## src/cpirq_pkg.sv

```systemverilog
// Constants for the content-protection interrupt and key-store control block.
// Assumes a single core clock and a byte-wide register port from the control bus.
package cpirq_pkg;

	// Register offsets
	localparam logic [7:0] CPIRQ_OFS_ENABLE  = 8'hc6;
	localparam logic [7:0] CPIRQ_OFS_STATUS  = 8'hc7;
	localparam logic [7:0] CPIRQ_OFS_KEYCTL  = 8'hc8;

	// Reset values
	localparam logic [7:0] CPIRQ_RST_ENABLE  = 8'h00;
	localparam logic [7:0] CPIRQ_RST_STATUS  = 8'h00;
	localparam logic [7:0] CPIRQ_RST_KEYCTL  = 8'h00;
	localparam logic [7:0] CPIRQ_ZERO_BYTE   = 8'h00;

	// Enable and status field positions (shared layout)
	localparam int CPIRQ_BIT_INDIRECT  = 7;
	localparam int CPIRQ_BIT_RECEIVER  = 6;
	localparam int CPIRQ_BIT_DOWNSTRM  = 5;
	localparam int CPIRQ_BIT_KEYLIST   = 4;
	localparam int CPIRQ_BIT_KEY       = 3;
	localparam int CPIRQ_BIT_AUTHFAIL  = 2;
	localparam int CPIRQ_BIT_AUTHPASS  = 1;
	localparam int CPIRQ_BIT_GLOBAL    = 0;

	// Key-store control field positions
	localparam int CPIRQ_BIT_VPASS     = 7;
	localparam int CPIRQ_BIT_VDONE     = 6;
	localparam int CPIRQ_BIT_PARALLEL  = 5;

	// Key-store geometry
	localparam int CPIRQ_KEY_DEPTH     = 512;
	localparam int CPIRQ_KEY_AW        = 9;

	// Parallel loader states
	typedef enum logic [1:0] {
		CPIRQ_LD_IDLE = 2'b01,
		CPIRQ_LD_LOAD = 2'b10
	} cpirq_ld_state_t;

endpackage

```

## src/cpirq_top.sv

```systemverilog
// Interrupt enable/status and key-store control for the content-protection
// transmitter. Assumes event inputs are one-cycle pulses from the auth engine
// and that the control-bus slave presents byte reads and writes on the port.
`timescale 1ns/1ps
`default_nettype none
module cpirq_top
	import cpirq_pkg::*;
#(
	parameter int KEY_DEPTH = CPIRQ_KEY_DEPTH,
	parameter int KEY_AW    = CPIRQ_KEY_AW
) (
	input  wire logic               clock,
	input  wire logic               nrst,
	input  wire logic [7:0]         reg_addr,
	input  wire logic [7:0]         reg_wdata,
	input  wire logic               reg_wr,
	input  wire logic               reg_rd,
	output logic      [7:0]         reg_rdata_reg,
	input  wire logic               indirect_done,
	input  wire logic               receiver_detect,
	input  wire logic               receiver_lock,
	input  wire logic               detect_waits_for_lock,
	input  wire logic               downstream_irq_n,
	input  wire logic               key_list_ready,
	input  wire logic               key_ready,
	input  wire logic               auth_failure,
	input  wire logic               auth_success,
	input  wire logic               verify_start,
	input  wire logic               verify_done,
	input  wire logic               verify_ok,
	input  wire logic               key_store_data0,
	input  wire logic [7:0]         red_pins,
	input  wire logic               green0_pin,
	input  wire logic [KEY_AW-1:0]  key_rd_addr,
	output logic      [7:0]         key_rd_data_reg,
	output logic                    irq_n_reg,
	output logic                    parallel_load_on_reg
);
	// Register state
	logic [7:0] enable_reg;
	logic [7:1] flags_reg;
	logic [7:1] flags_next;
	logic [7:0] enable_next;
	logic       global_reg;
	logic       verify_passed_reg;
	logic       verify_finished_reg;
	logic       found_level_reg;
	logic       down_level_reg;

	// Decoded strobes
	logic       wr_enable;
	logic       wr_keyctl;
	logic       rd_status;
	logic       found_level;
	logic       found_rise;
	logic       down_rise;
	logic [7:1] set_vec;

	// Loader to memory
	logic              ld_wr_en;
	logic [KEY_AW-1:0] ld_wr_addr;
	logic [7:0]        ld_wr_data;

	// Register hit test, used by every access decode
	function automatic logic hit(input logic [7:0] a, input logic [7:0] ofs);
		return a == ofs;
	endfunction

	assign wr_enable = reg_wr & hit(reg_addr, CPIRQ_OFS_ENABLE);
	assign wr_keyctl = reg_wr & hit(reg_addr, CPIRQ_OFS_KEYCTL);
	assign rd_status = reg_rd & hit(reg_addr, CPIRQ_OFS_STATUS);

	assign found_level = receiver_detect & (~detect_waits_for_lock | receiver_lock);
	assign found_rise  = found_level & ~found_level_reg;
	assign down_rise   = ~downstream_irq_n & ~down_level_reg;

	// Source events in status bit order
	always_comb begin
		set_vec                    = '0;
		set_vec[CPIRQ_BIT_INDIRECT] = indirect_done;
		set_vec[CPIRQ_BIT_RECEIVER] = found_rise;
		set_vec[CPIRQ_BIT_DOWNSTRM] = down_rise;
		set_vec[CPIRQ_BIT_KEYLIST]  = key_list_ready;
		set_vec[CPIRQ_BIT_KEY]      = key_ready;
		set_vec[CPIRQ_BIT_AUTHFAIL] = auth_failure;
		set_vec[CPIRQ_BIT_AUTHPASS] = auth_success;
	end

	// Source flags clear on a status read; a new event in the same cycle wins
	always_comb begin
		flags_next = flags_reg;
		if (rd_status) begin
			flags_next = '0;
		end
		flags_next = flags_next | set_vec;
	end

	// Edge history for level sources
	always_ff @(posedge clock) begin
		if (!nrst) begin
			found_level_reg <= 1'b0;
			down_level_reg  <= 1'b0;
		end else begin
			found_level_reg <= found_level;
			down_level_reg  <= ~downstream_irq_n;
		end
	end

	always_ff @(posedge clock) begin
		if (!nrst) begin
			enable_reg <= CPIRQ_RST_ENABLE;
		end else if (wr_enable) begin
			enable_reg <= reg_wdata;
		end
	end

	always_ff @(posedge clock) begin
		if (!nrst) begin
			flags_reg <= CPIRQ_RST_STATUS[7:1];
		end else begin
			flags_reg <= flags_next;
		end
	end

	// Mask as of the next edge, so the global flag never lags a mask write
	always_comb begin
		enable_next = enable_reg;
		if (wr_enable) begin
			enable_next = reg_wdata;
		end
	end

	always_ff @(posedge clock) begin
		if (!nrst) begin
			global_reg <= 1'b0;
		end else begin
			global_reg <= |(flags_next & enable_next[7:1]);
		end
	end

	// Interrupt output, gated by global enable
	always_ff @(posedge clock) begin
		if (!nrst) begin
			irq_n_reg <= 1'b1;
		end else begin
			irq_n_reg <= ~(global_reg & enable_reg[CPIRQ_BIT_GLOBAL]);
		end
	end

	always_ff @(posedge clock) begin
		if (!nrst) begin
			verify_finished_reg <= CPIRQ_RST_KEYCTL[CPIRQ_BIT_VDONE];
			verify_passed_reg   <= CPIRQ_RST_KEYCTL[CPIRQ_BIT_VPASS];
		end else if (verify_done) begin
			verify_finished_reg <= 1'b1;
			verify_passed_reg   <= verify_ok;
		end else if (verify_start) begin
			verify_finished_reg <= 1'b0;
			verify_passed_reg   <= 1'b0;
		end
	end

	// Parallel load enable, only writable control bit
	always_ff @(posedge clock) begin
		if (!nrst) begin
			parallel_load_on_reg <= CPIRQ_RST_KEYCTL[CPIRQ_BIT_PARALLEL];
		end else if (wr_keyctl) begin
			parallel_load_on_reg <= reg_wdata[CPIRQ_BIT_PARALLEL];
		end
	end

	// Register read mux; unmapped offsets read zero
	always_ff @(posedge clock) begin
		if (!nrst) begin
			reg_rdata_reg <= CPIRQ_ZERO_BYTE;
		end else if (reg_rd) begin
			if (hit(reg_addr, CPIRQ_OFS_ENABLE)) begin
				reg_rdata_reg <= enable_reg;
			end else if (hit(reg_addr, CPIRQ_OFS_STATUS)) begin
				reg_rdata_reg <= {flags_reg, global_reg};
			end else if (hit(reg_addr, CPIRQ_OFS_KEYCTL)) begin
				reg_rdata_reg <= {verify_passed_reg, verify_finished_reg,
					parallel_load_on_reg, 5'h00};
			end else begin
				reg_rdata_reg <= CPIRQ_ZERO_BYTE;
			end
		end
	end

	// Parallel loader; key_store_data0 gates each byte write
	cpirq_loader #(
		.AW (KEY_AW)
	) u_loader (
		.clock       (clock),
		.nrst        (nrst),
		.load_on     (parallel_load_on_reg),
		.mem_clk_pin (green0_pin),
		.data_pin    (red_pins),
		.write_gate  (key_store_data0),
		.wr_en_reg   (ld_wr_en),
		.wr_addr_reg (ld_wr_addr),
		.wr_data_reg (ld_wr_data)
	);

	// Key store memory
	cpirq_key_ram #(
		.DEPTH (KEY_DEPTH),
		.AW    (KEY_AW)
	) u_ram (
		.clock       (clock),
		.wr_en       (ld_wr_en),
		.wr_addr     (ld_wr_addr),
		.wr_data     (ld_wr_data),
		.rd_addr     (key_rd_addr),
		.rd_data_reg (key_rd_data_reg)
	);
endmodule
`default_nettype wire

```

## src/cpirq_key_ram.sv

```systemverilog
// Single-port write, registered-read memory holding the protection keys.
// Assumes one clock; write and read may occur in the same cycle.
`timescale 1ns/1ps
`default_nettype none
module cpirq_key_ram #(
	parameter int DEPTH = cpirq_pkg::CPIRQ_KEY_DEPTH,
	parameter int AW    = cpirq_pkg::CPIRQ_KEY_AW
) (
	input  wire logic          clock,
	input  wire logic          wr_en,
	input  wire logic [AW-1:0] wr_addr,
	input  wire logic [7:0]    wr_data,
	input  wire logic [AW-1:0] rd_addr,
	output logic      [7:0]    rd_data_reg
);
	logic [7:0] mem [DEPTH];

	// Write port, no reset so it maps to block memory
	always_ff @(posedge clock) begin
		if (wr_en) begin
			mem[wr_addr] <= wr_data;
		end
	end

	// Read data always comes from a register
	always_ff @(posedge clock) begin
		rd_data_reg <= mem[rd_addr];
	end
endmodule
`default_nettype wire

```

## src/cpirq_loader.sv

```systemverilog
// Parallel key loader: samples the memory clock pin and red data byte, and
// writes one byte per rising edge that has the write gate high, while loading is enabled.
// Assumes pins are already synchronous to the core clock.
`timescale 1ns/1ps
`default_nettype none
module cpirq_loader
	import cpirq_pkg::*;
#(
	parameter int AW = CPIRQ_KEY_AW
) (
	input  wire logic          clock,
	input  wire logic          nrst,
	input  wire logic          load_on,
	input  wire logic          mem_clk_pin,
	input  wire logic [7:0]    data_pin,
	input  wire logic          write_gate,
	output logic               wr_en_reg,
	output logic [AW-1:0]      wr_addr_reg,
	output logic [7:0]         wr_data_reg
);
	cpirq_ld_state_t state_reg;
	logic            clk_pin_reg;
	logic [AW-1:0]   addr_reg;
	logic            rise;

	assign rise = mem_clk_pin & ~clk_pin_reg;

	// Mode tracking; address restarts each time loading is switched on
	always_ff @(posedge clock) begin
		if (!nrst) begin
			state_reg <= CPIRQ_LD_IDLE;
		end else begin
			unique case (state_reg)
				CPIRQ_LD_IDLE: state_reg <= load_on ? CPIRQ_LD_LOAD : CPIRQ_LD_IDLE;
				CPIRQ_LD_LOAD: state_reg <= load_on ? CPIRQ_LD_LOAD : CPIRQ_LD_IDLE;
			endcase
		end
	end

	// Pin edge detect and byte capture
	always_ff @(posedge clock) begin
		if (!nrst) begin
			clk_pin_reg <= 1'b0;
			addr_reg    <= '0;
			wr_en_reg   <= 1'b0;
			wr_addr_reg <= '0;
			wr_data_reg <= CPIRQ_ZERO_BYTE;
		end else begin
			clk_pin_reg <= mem_clk_pin;
			wr_en_reg   <= 1'b0;
			if (state_reg == CPIRQ_LD_IDLE) begin
				addr_reg <= '0;
			end else if (rise && write_gate && load_on) begin
				wr_en_reg   <= 1'b1;
				wr_addr_reg <= addr_reg;
				wr_data_reg <= data_pin;
				addr_reg    <= addr_reg + 1'b1;
			end
		end
	end
endmodule
`default_nettype wire

```

## config.mk

```make
export PLATFORM = sky130hd
export DESIGN_NAME = cpirq_top
export DESIGN_NICKNAME = d
export VERILOG_FILES = /design/src/cpirq_pkg.sv /design/src/cpirq_top.sv /design/src/cpirq_key_ram.sv /design/src/cpirq_loader.sv
export SDC_FILE = /design/constraint.sdc
export NUM_CORES = 2
export LEC_CHECK = 0
export ABC_AREA = 1
export BUFFER_PORTS_ARGS = -buffer_cell sky130_fd_sc_hd__buf_2
export CAP_MARGIN = 10
export CORE_UTILIZATION = 45
export CTS_CLUSTER_SIZE = 40
export DETAILED_ROUTE_END_ITERATION = 10
export SKIP_CTS_REPAIR_TIMING = 1
export SLEW_MARGIN = 40
export SYNTH_ARGS = -nofsm -noshare
export SYNTH_HDL_FRONTEND = slang
export SYNTH_SLANG_ARGS = --single-unit
```

## constraint.sdc

```tcl
create_clock -name clock -period 10.95 [get_ports clock]
set_clock_uncertainty 0.15 [all_clocks]
set_input_delay 3.285 -clock clock [delete_from_list [all_inputs] [get_ports clock]]
set_output_delay 3.285 -clock clock [all_outputs]
set_load 0.005 [all_outputs]
```

; Word-level counts from Yosys, hierarchy flattened
; Memories as Yosys holds them, arrays and structs flattened. A register that Yosys moved wholly into a read port is not among the register bits.
; Cells that the tools add are included.
; Widths: inputs -> output; s select.
[classes]
add_sub_neg = 1
n_mul = 0
n_div = 0
order_cmp = 0
n_eq_ne = 5
n_shift = 0
n_mux = 13
bitwise_logic = 19
reduce_logical = 7
[op_table]
columns = operator, count
row1 = $mux 8, 4
row2 = $eq 8x8->1 const B, 3
row3 = $add 9x1->9 const B, 1
row4 = $and 1x1->1, 8
row5 = $not 1->1, 8
row6 = $and 7x7->7, 1
row7 = $mux 7, 1
row8 = $or 7x7->7, 1
row9 = $reduce_or 7->1, 1
row10 = $mux 1, 6
row11 = $mux 2, 2
row12 = $reduce_or 2->1, 2
row13 = $eq 2x1->1 const B, 1
row14 = $eq 2x2->1 const B, 1
row15 = $logic_and 1x1->1, 2
row16 = $reduce_and 2->1, 1
row17 = $reduce_bool 2->1, 1
row18 = $or 1x1->1, 1
[word_totals]
reg_bits = 60
latchBits = 0
ram_bits = 4096
rom_bits = 0
input_bits = 51
output_inout_bits = 18
wordCells = 63
mem_count = 1
[mem_list]
columns = name, words, word_bits, read_ports, rd_ports_with_merged_regs, write_ports, line
row1 = u_ram.mem, 512, 8, 1, 1, 1, cpirq_key_ram.sv:16  ; logic [7:0] mem [DEPTH];

; Logic depth before layout (Yosys ltp)
[depth]
word_depth = 7
ltp_mapped = 15
mapped_depth_nobuf = 12

; By module
; Synthesis repeated with hierarchy kept, for this count alone.
[hier_totals]
cells_unflattened = 14240
area_unflattened_um2 = 169361.2
[by_module_without_submodules]
columns = module, instances, cells_each, area_each_um2, seq_area_each_um2
row1 = cpirq_key_ram, 1, 13891, 166728.7, 123158.1
row2 = cpirq_top, 1, 191, 1372.6, 600.6
row3 = cpirq_loader, 1, 158, 1260.0, 600.6

; Worst setup path before layout
; No wires, ideal clock.
[synth_timing]
path_type = reg2reg
start = register u_loader.wr_data_reg[0]
end = memory u_ram.mem[0][0] (data pin)
setup_ns = 1.509
arrival_time_ns = 6.514
t_required_ns = 9.291
path_slack_ns = 2.777
path_stages_with_launch = 1
period_less_slack_ns = 8.173
path_cell_list = dfxtp_1
[synth_lines]
columns = element, line
row1 = start: declaration, cpirq_loader.sv:19  ; output logic [7:0] wr_data_reg
row2 = start signal: assignment, cpirq_loader.sv:56  ; wr_data_reg <= data_pin;
row3 = end: declaration, cpirq_key_ram.sv:16
; Straight into the memory's write port.

==> results_dict.tcl <==
set metrics [dict create \
    final_area_um2 187000 \
    via_count 110000 \
    final_core_utilization 0.498 \
    detail_route.drc_violations 0 \
    depth_of_the_worst_hold_timing_path 1 \
    path_clk_slew_ns 0.06 \
    fillCellCount 32400 \
    cts_num_sinks 4164 \
    floorplan.initialDensity 0.452 \
    largest_register_ffs 4096 \
    synthesis.area_per_instance_um2 12.0 \
    final_antenna_violating_net_count 0 \
    die_y_um 616 \
    globalRoute.totalOverflow 0 \
    worstRegToRegCells 7 \
    timing.hold.worst.class "flop to flop" \
    synthCells 14200 \
    synth_seq_area_share 0.733 \
    worst_pin_slew_ns 0.941 \
    wl_final_mm 478 \
    dpl.hpwl_mm 259 \
    grtUsageTotal 0.245 \
    die_w_um 616 \
    global_placer_s_final_weighted_congestion 0.847 \
    rsz0062_at_grt "no" \
    finish.net_count 13900 \
    power.leakage_nw 62.6 \
    status "finished clean" \
    worst_endpoint_data_arrival_time_ns 7.96 \
    vias_in_the_first_global_route 102000 \
    synthesis_stage_register_bit_count 4164 \
    yosys.cell_types.count 31 \
    port_buffers 68 \
    slew_headroom 0.372 \
    route.detailed.vias_per_inst 5.70 \
    cp_data_required_time_ns 11.75 \
    syn2layout_area_growth_pct 10.2 \
    mostFrequentLayoutCells "sky130_fd_sc_hd__nand2_1, sky130_fd_sc_hd__nand3_1, sky130_fd_sc_hd__edfxtp_1" \
    detailedRoute.firstIterationViolations 13500 \
    startpoint_type "input pin" \
    grt_first_pass_wirelength_mm 697 \
    postPlaceCellArea_um2 173000 \
    end_kind "flop" \
    worstSetupPathType "input pin to flop" \
    timing.final.max_slew_violations 0 \
    cts_tree "built" \
    ctsLongestPathBuffers 4 \
    final.period_utilization 0.654 \
    detail_route.wl_per_cell_um 24.8 \
    power.ir.vdd_worst_uv 134 \
    power_density_over_the_cells_nw_per_um2 178 \
    drt_pre_antenna_iters 6 \
    finalHoldViolations 0 \
    final-setup-viol-count 0 \
    layout.cells.most_common "sky130_fd_sc_hd__nand2_1" \
    period_needed_ns 7.16 \
    yosys_warnings 0 \
    die-area_um2 380000 \
    post_synthesis_instance_area_um2 170000 \
    root_buffer "sky130_fd_sc_hd__clkbuf_16" \
    final.setup.tns_ns 0 \
    synth_nets 14200 \
    core_area_um2 376000 \
    critPathMaxFanout 157 \
    timing.max_cap.violations 0 \
    achievable-frequency_mhz 140 \
    layout_cell_share_with_drive_strength_beyond_1 0.0721 \
    antenna_found_initial 26 \
    worstSkewPairLatency_ns 1.00 \
    io_pins 69 \
    grt_start_max_net_pins 184 \
    cts.htree.levels 5 \
    fp-row-count 225 \
    numCtsBuffers 425 \
]
==> final timing paths <==
kind                                                      startpoint                      endpoint  slack (ns)
worst min register to register            enable_reg[0]$_SDFFE_PN0N_          irq_n_reg$_SDFF_PN1_        0.25
worst max-delay path                                  key_rd_addr[0]  u_ram.rd_data_reg[0]$_DFF_P_        3.79
worst max register to register  u_loader.wr_addr_reg[2]$_SDFFE_PN0P_   u_ram.mem[342][1]$_DFFE_PP_        7.18
worst min-delay path                      enable_reg[0]$_SDFFE_PN0N_          irq_n_reg$_SDFF_PN1_        0.25
==> layer usage <==
layer  wire length (um)  global-route usage  vias to the layer above
li1                   -                   -                    49900
met1             200000               0.349                    54100
met2             222000               0.383                     4959
met3              39800              0.0372                      779
met4              16800              0.0858                       24
met5                148                   0                        -
==> per-stage QoR <==
| step | setup slack (ns) | total power, mW | std cells | hold WS [ns] |
|---|---|---|---|---|
| global placement | 2.95 | 19.2 | 18400 | 0.224 |
| CTS | 3.97 | 33.4 | 19200 | 0.252 |
| detailed placement | 2.94 | 19.2 | 18400 | 0.230 |
| global route | 3.77 | 34.2 | 19300 | 0.281 |
| finish | 3.79 | 33.3 | 19300 | 0.249 |
| floorplan | 2.78 | 18.7 | 14200 | 0.218 |
==> report_power, final <==
group / internal [mW] / total (mW) / switching [mW]
clock: 8.20 / 14.4 / 6.21
combinational: 0.450 / 1.67 / 1.22
sequential: 17.2 / 17.3 / 0.0289
==> layout make-up <==
class	count	area, um^2	area share
flip-flops and latches	4164	124000	0.665
multi-input cells	8958	39500	0.211
clock buffers	524	11200	0.0599
repair buffers	248	2730	0.0146
well taps	4994	6250	0.0334
inverters	75	354	0.00189
clock inverters	256	2520	0.0135
diodes	38	95.1	0.000509
==> worst max-delay path: stages <==
cell and delay [ns]:
sky130_fd_sc_hd__buf_12 0.28, sky130_fd_sc_hd__buf_16 0.38, sky130_fd_sc_hd__buf_12 0.57, sky130_fd_sc_hd__buf_12 0.36
sky130_fd_sc_hd__buf_16 0.47, sky130_fd_sc_hd__nand2_1 0.10, sky130_fd_sc_hd__nand3_1 0.10, sky130_fd_sc_hd__nand3_1 0.10
sky130_fd_sc_hd__nand3_1 0.17, sky130_fd_sc_hd__nand3_1 0.19, sky130_fd_sc_hd__nand3_1 0.24, sky130_fd_sc_hd__nand3_1 0.52
sky130_fd_sc_hd__nand3_1 0.54, sky130_fd_sc_hd__nand3_1 0.12, sky130_fd_sc_hd__nand2_1 0.09
==> cell usage after synthesis <==
cell type	instances	area (um^2)
sky130_fd_sc_hd__a21oi_1	44	220
sky130_fd_sc_hd__a31oi_1	2	12.5
sky130_fd_sc_hd__and3_1	1	6.26
sky130_fd_sc_hd__buf_1	121	454
sky130_fd_sc_hd__buf_12	1	20.0
sky130_fd_sc_hd__buf_2	393	1970
sky130_fd_sc_hd__buf_4	145	1090
sky130_fd_sc_hd__buf_6	176	1980
sky130_fd_sc_hd__buf_8	1	15.0
sky130_fd_sc_hd__clkbuf_1	158	593
sky130_fd_sc_hd__dfxtp_1	68	1360
sky130_fd_sc_hd__edfxtp_1	4096	123000
sky130_fd_sc_hd__ha_1	1	12.5
sky130_fd_sc_hd__inv_1	70	263
sky130_fd_sc_hd__inv_2	3	11.3
sky130_fd_sc_hd__inv_4	1	6.26
sky130_fd_sc_hd__inv_6	1	8.76
sky130_fd_sc_hd__nand2_1	4215	15800
sky130_fd_sc_hd__nand3_1	4102	20500
sky130_fd_sc_hd__nor2_1	537	2020
sky130_fd_sc_hd__nor3_1	15	75.1
sky130_fd_sc_hd__nor3_2	2	20.0
sky130_fd_sc_hd__nor3b_1	4	30.0
sky130_fd_sc_hd__o211ai_1	9	67.6
sky130_fd_sc_hd__o21ai_0	19	95.1
sky130_fd_sc_hd__o21bai_1	2	15.0
sky130_fd_sc_hd__or2_0	1	6.26
sky130_fd_sc_hd__or2_1	1	6.26
sky130_fd_sc_hd__or2_2	1	6.26
sky130_fd_sc_hd__xnor2_1	1	8.76
sky130_fd_sc_hd__xor2_1	1	8.76
==> kinds of logic (layout without fill, tap and decap cells) <==
kind of cell               count (synthesis)  count (layout)  synth area share
AOI/OAI and AO/OA                         76              76           0.00242
xor gates and xnor gates                   2               2          0.000103
adders and majority gates                  1               1         0.0000737
buffers and inverters                   1070            1103            0.0378
DFF                                     4164            4164             0.733
other                                      0              38                 0
and+or+nand+nor                         8879            8879             0.227
Note: power is estimated with default switching activity, not from simulation.
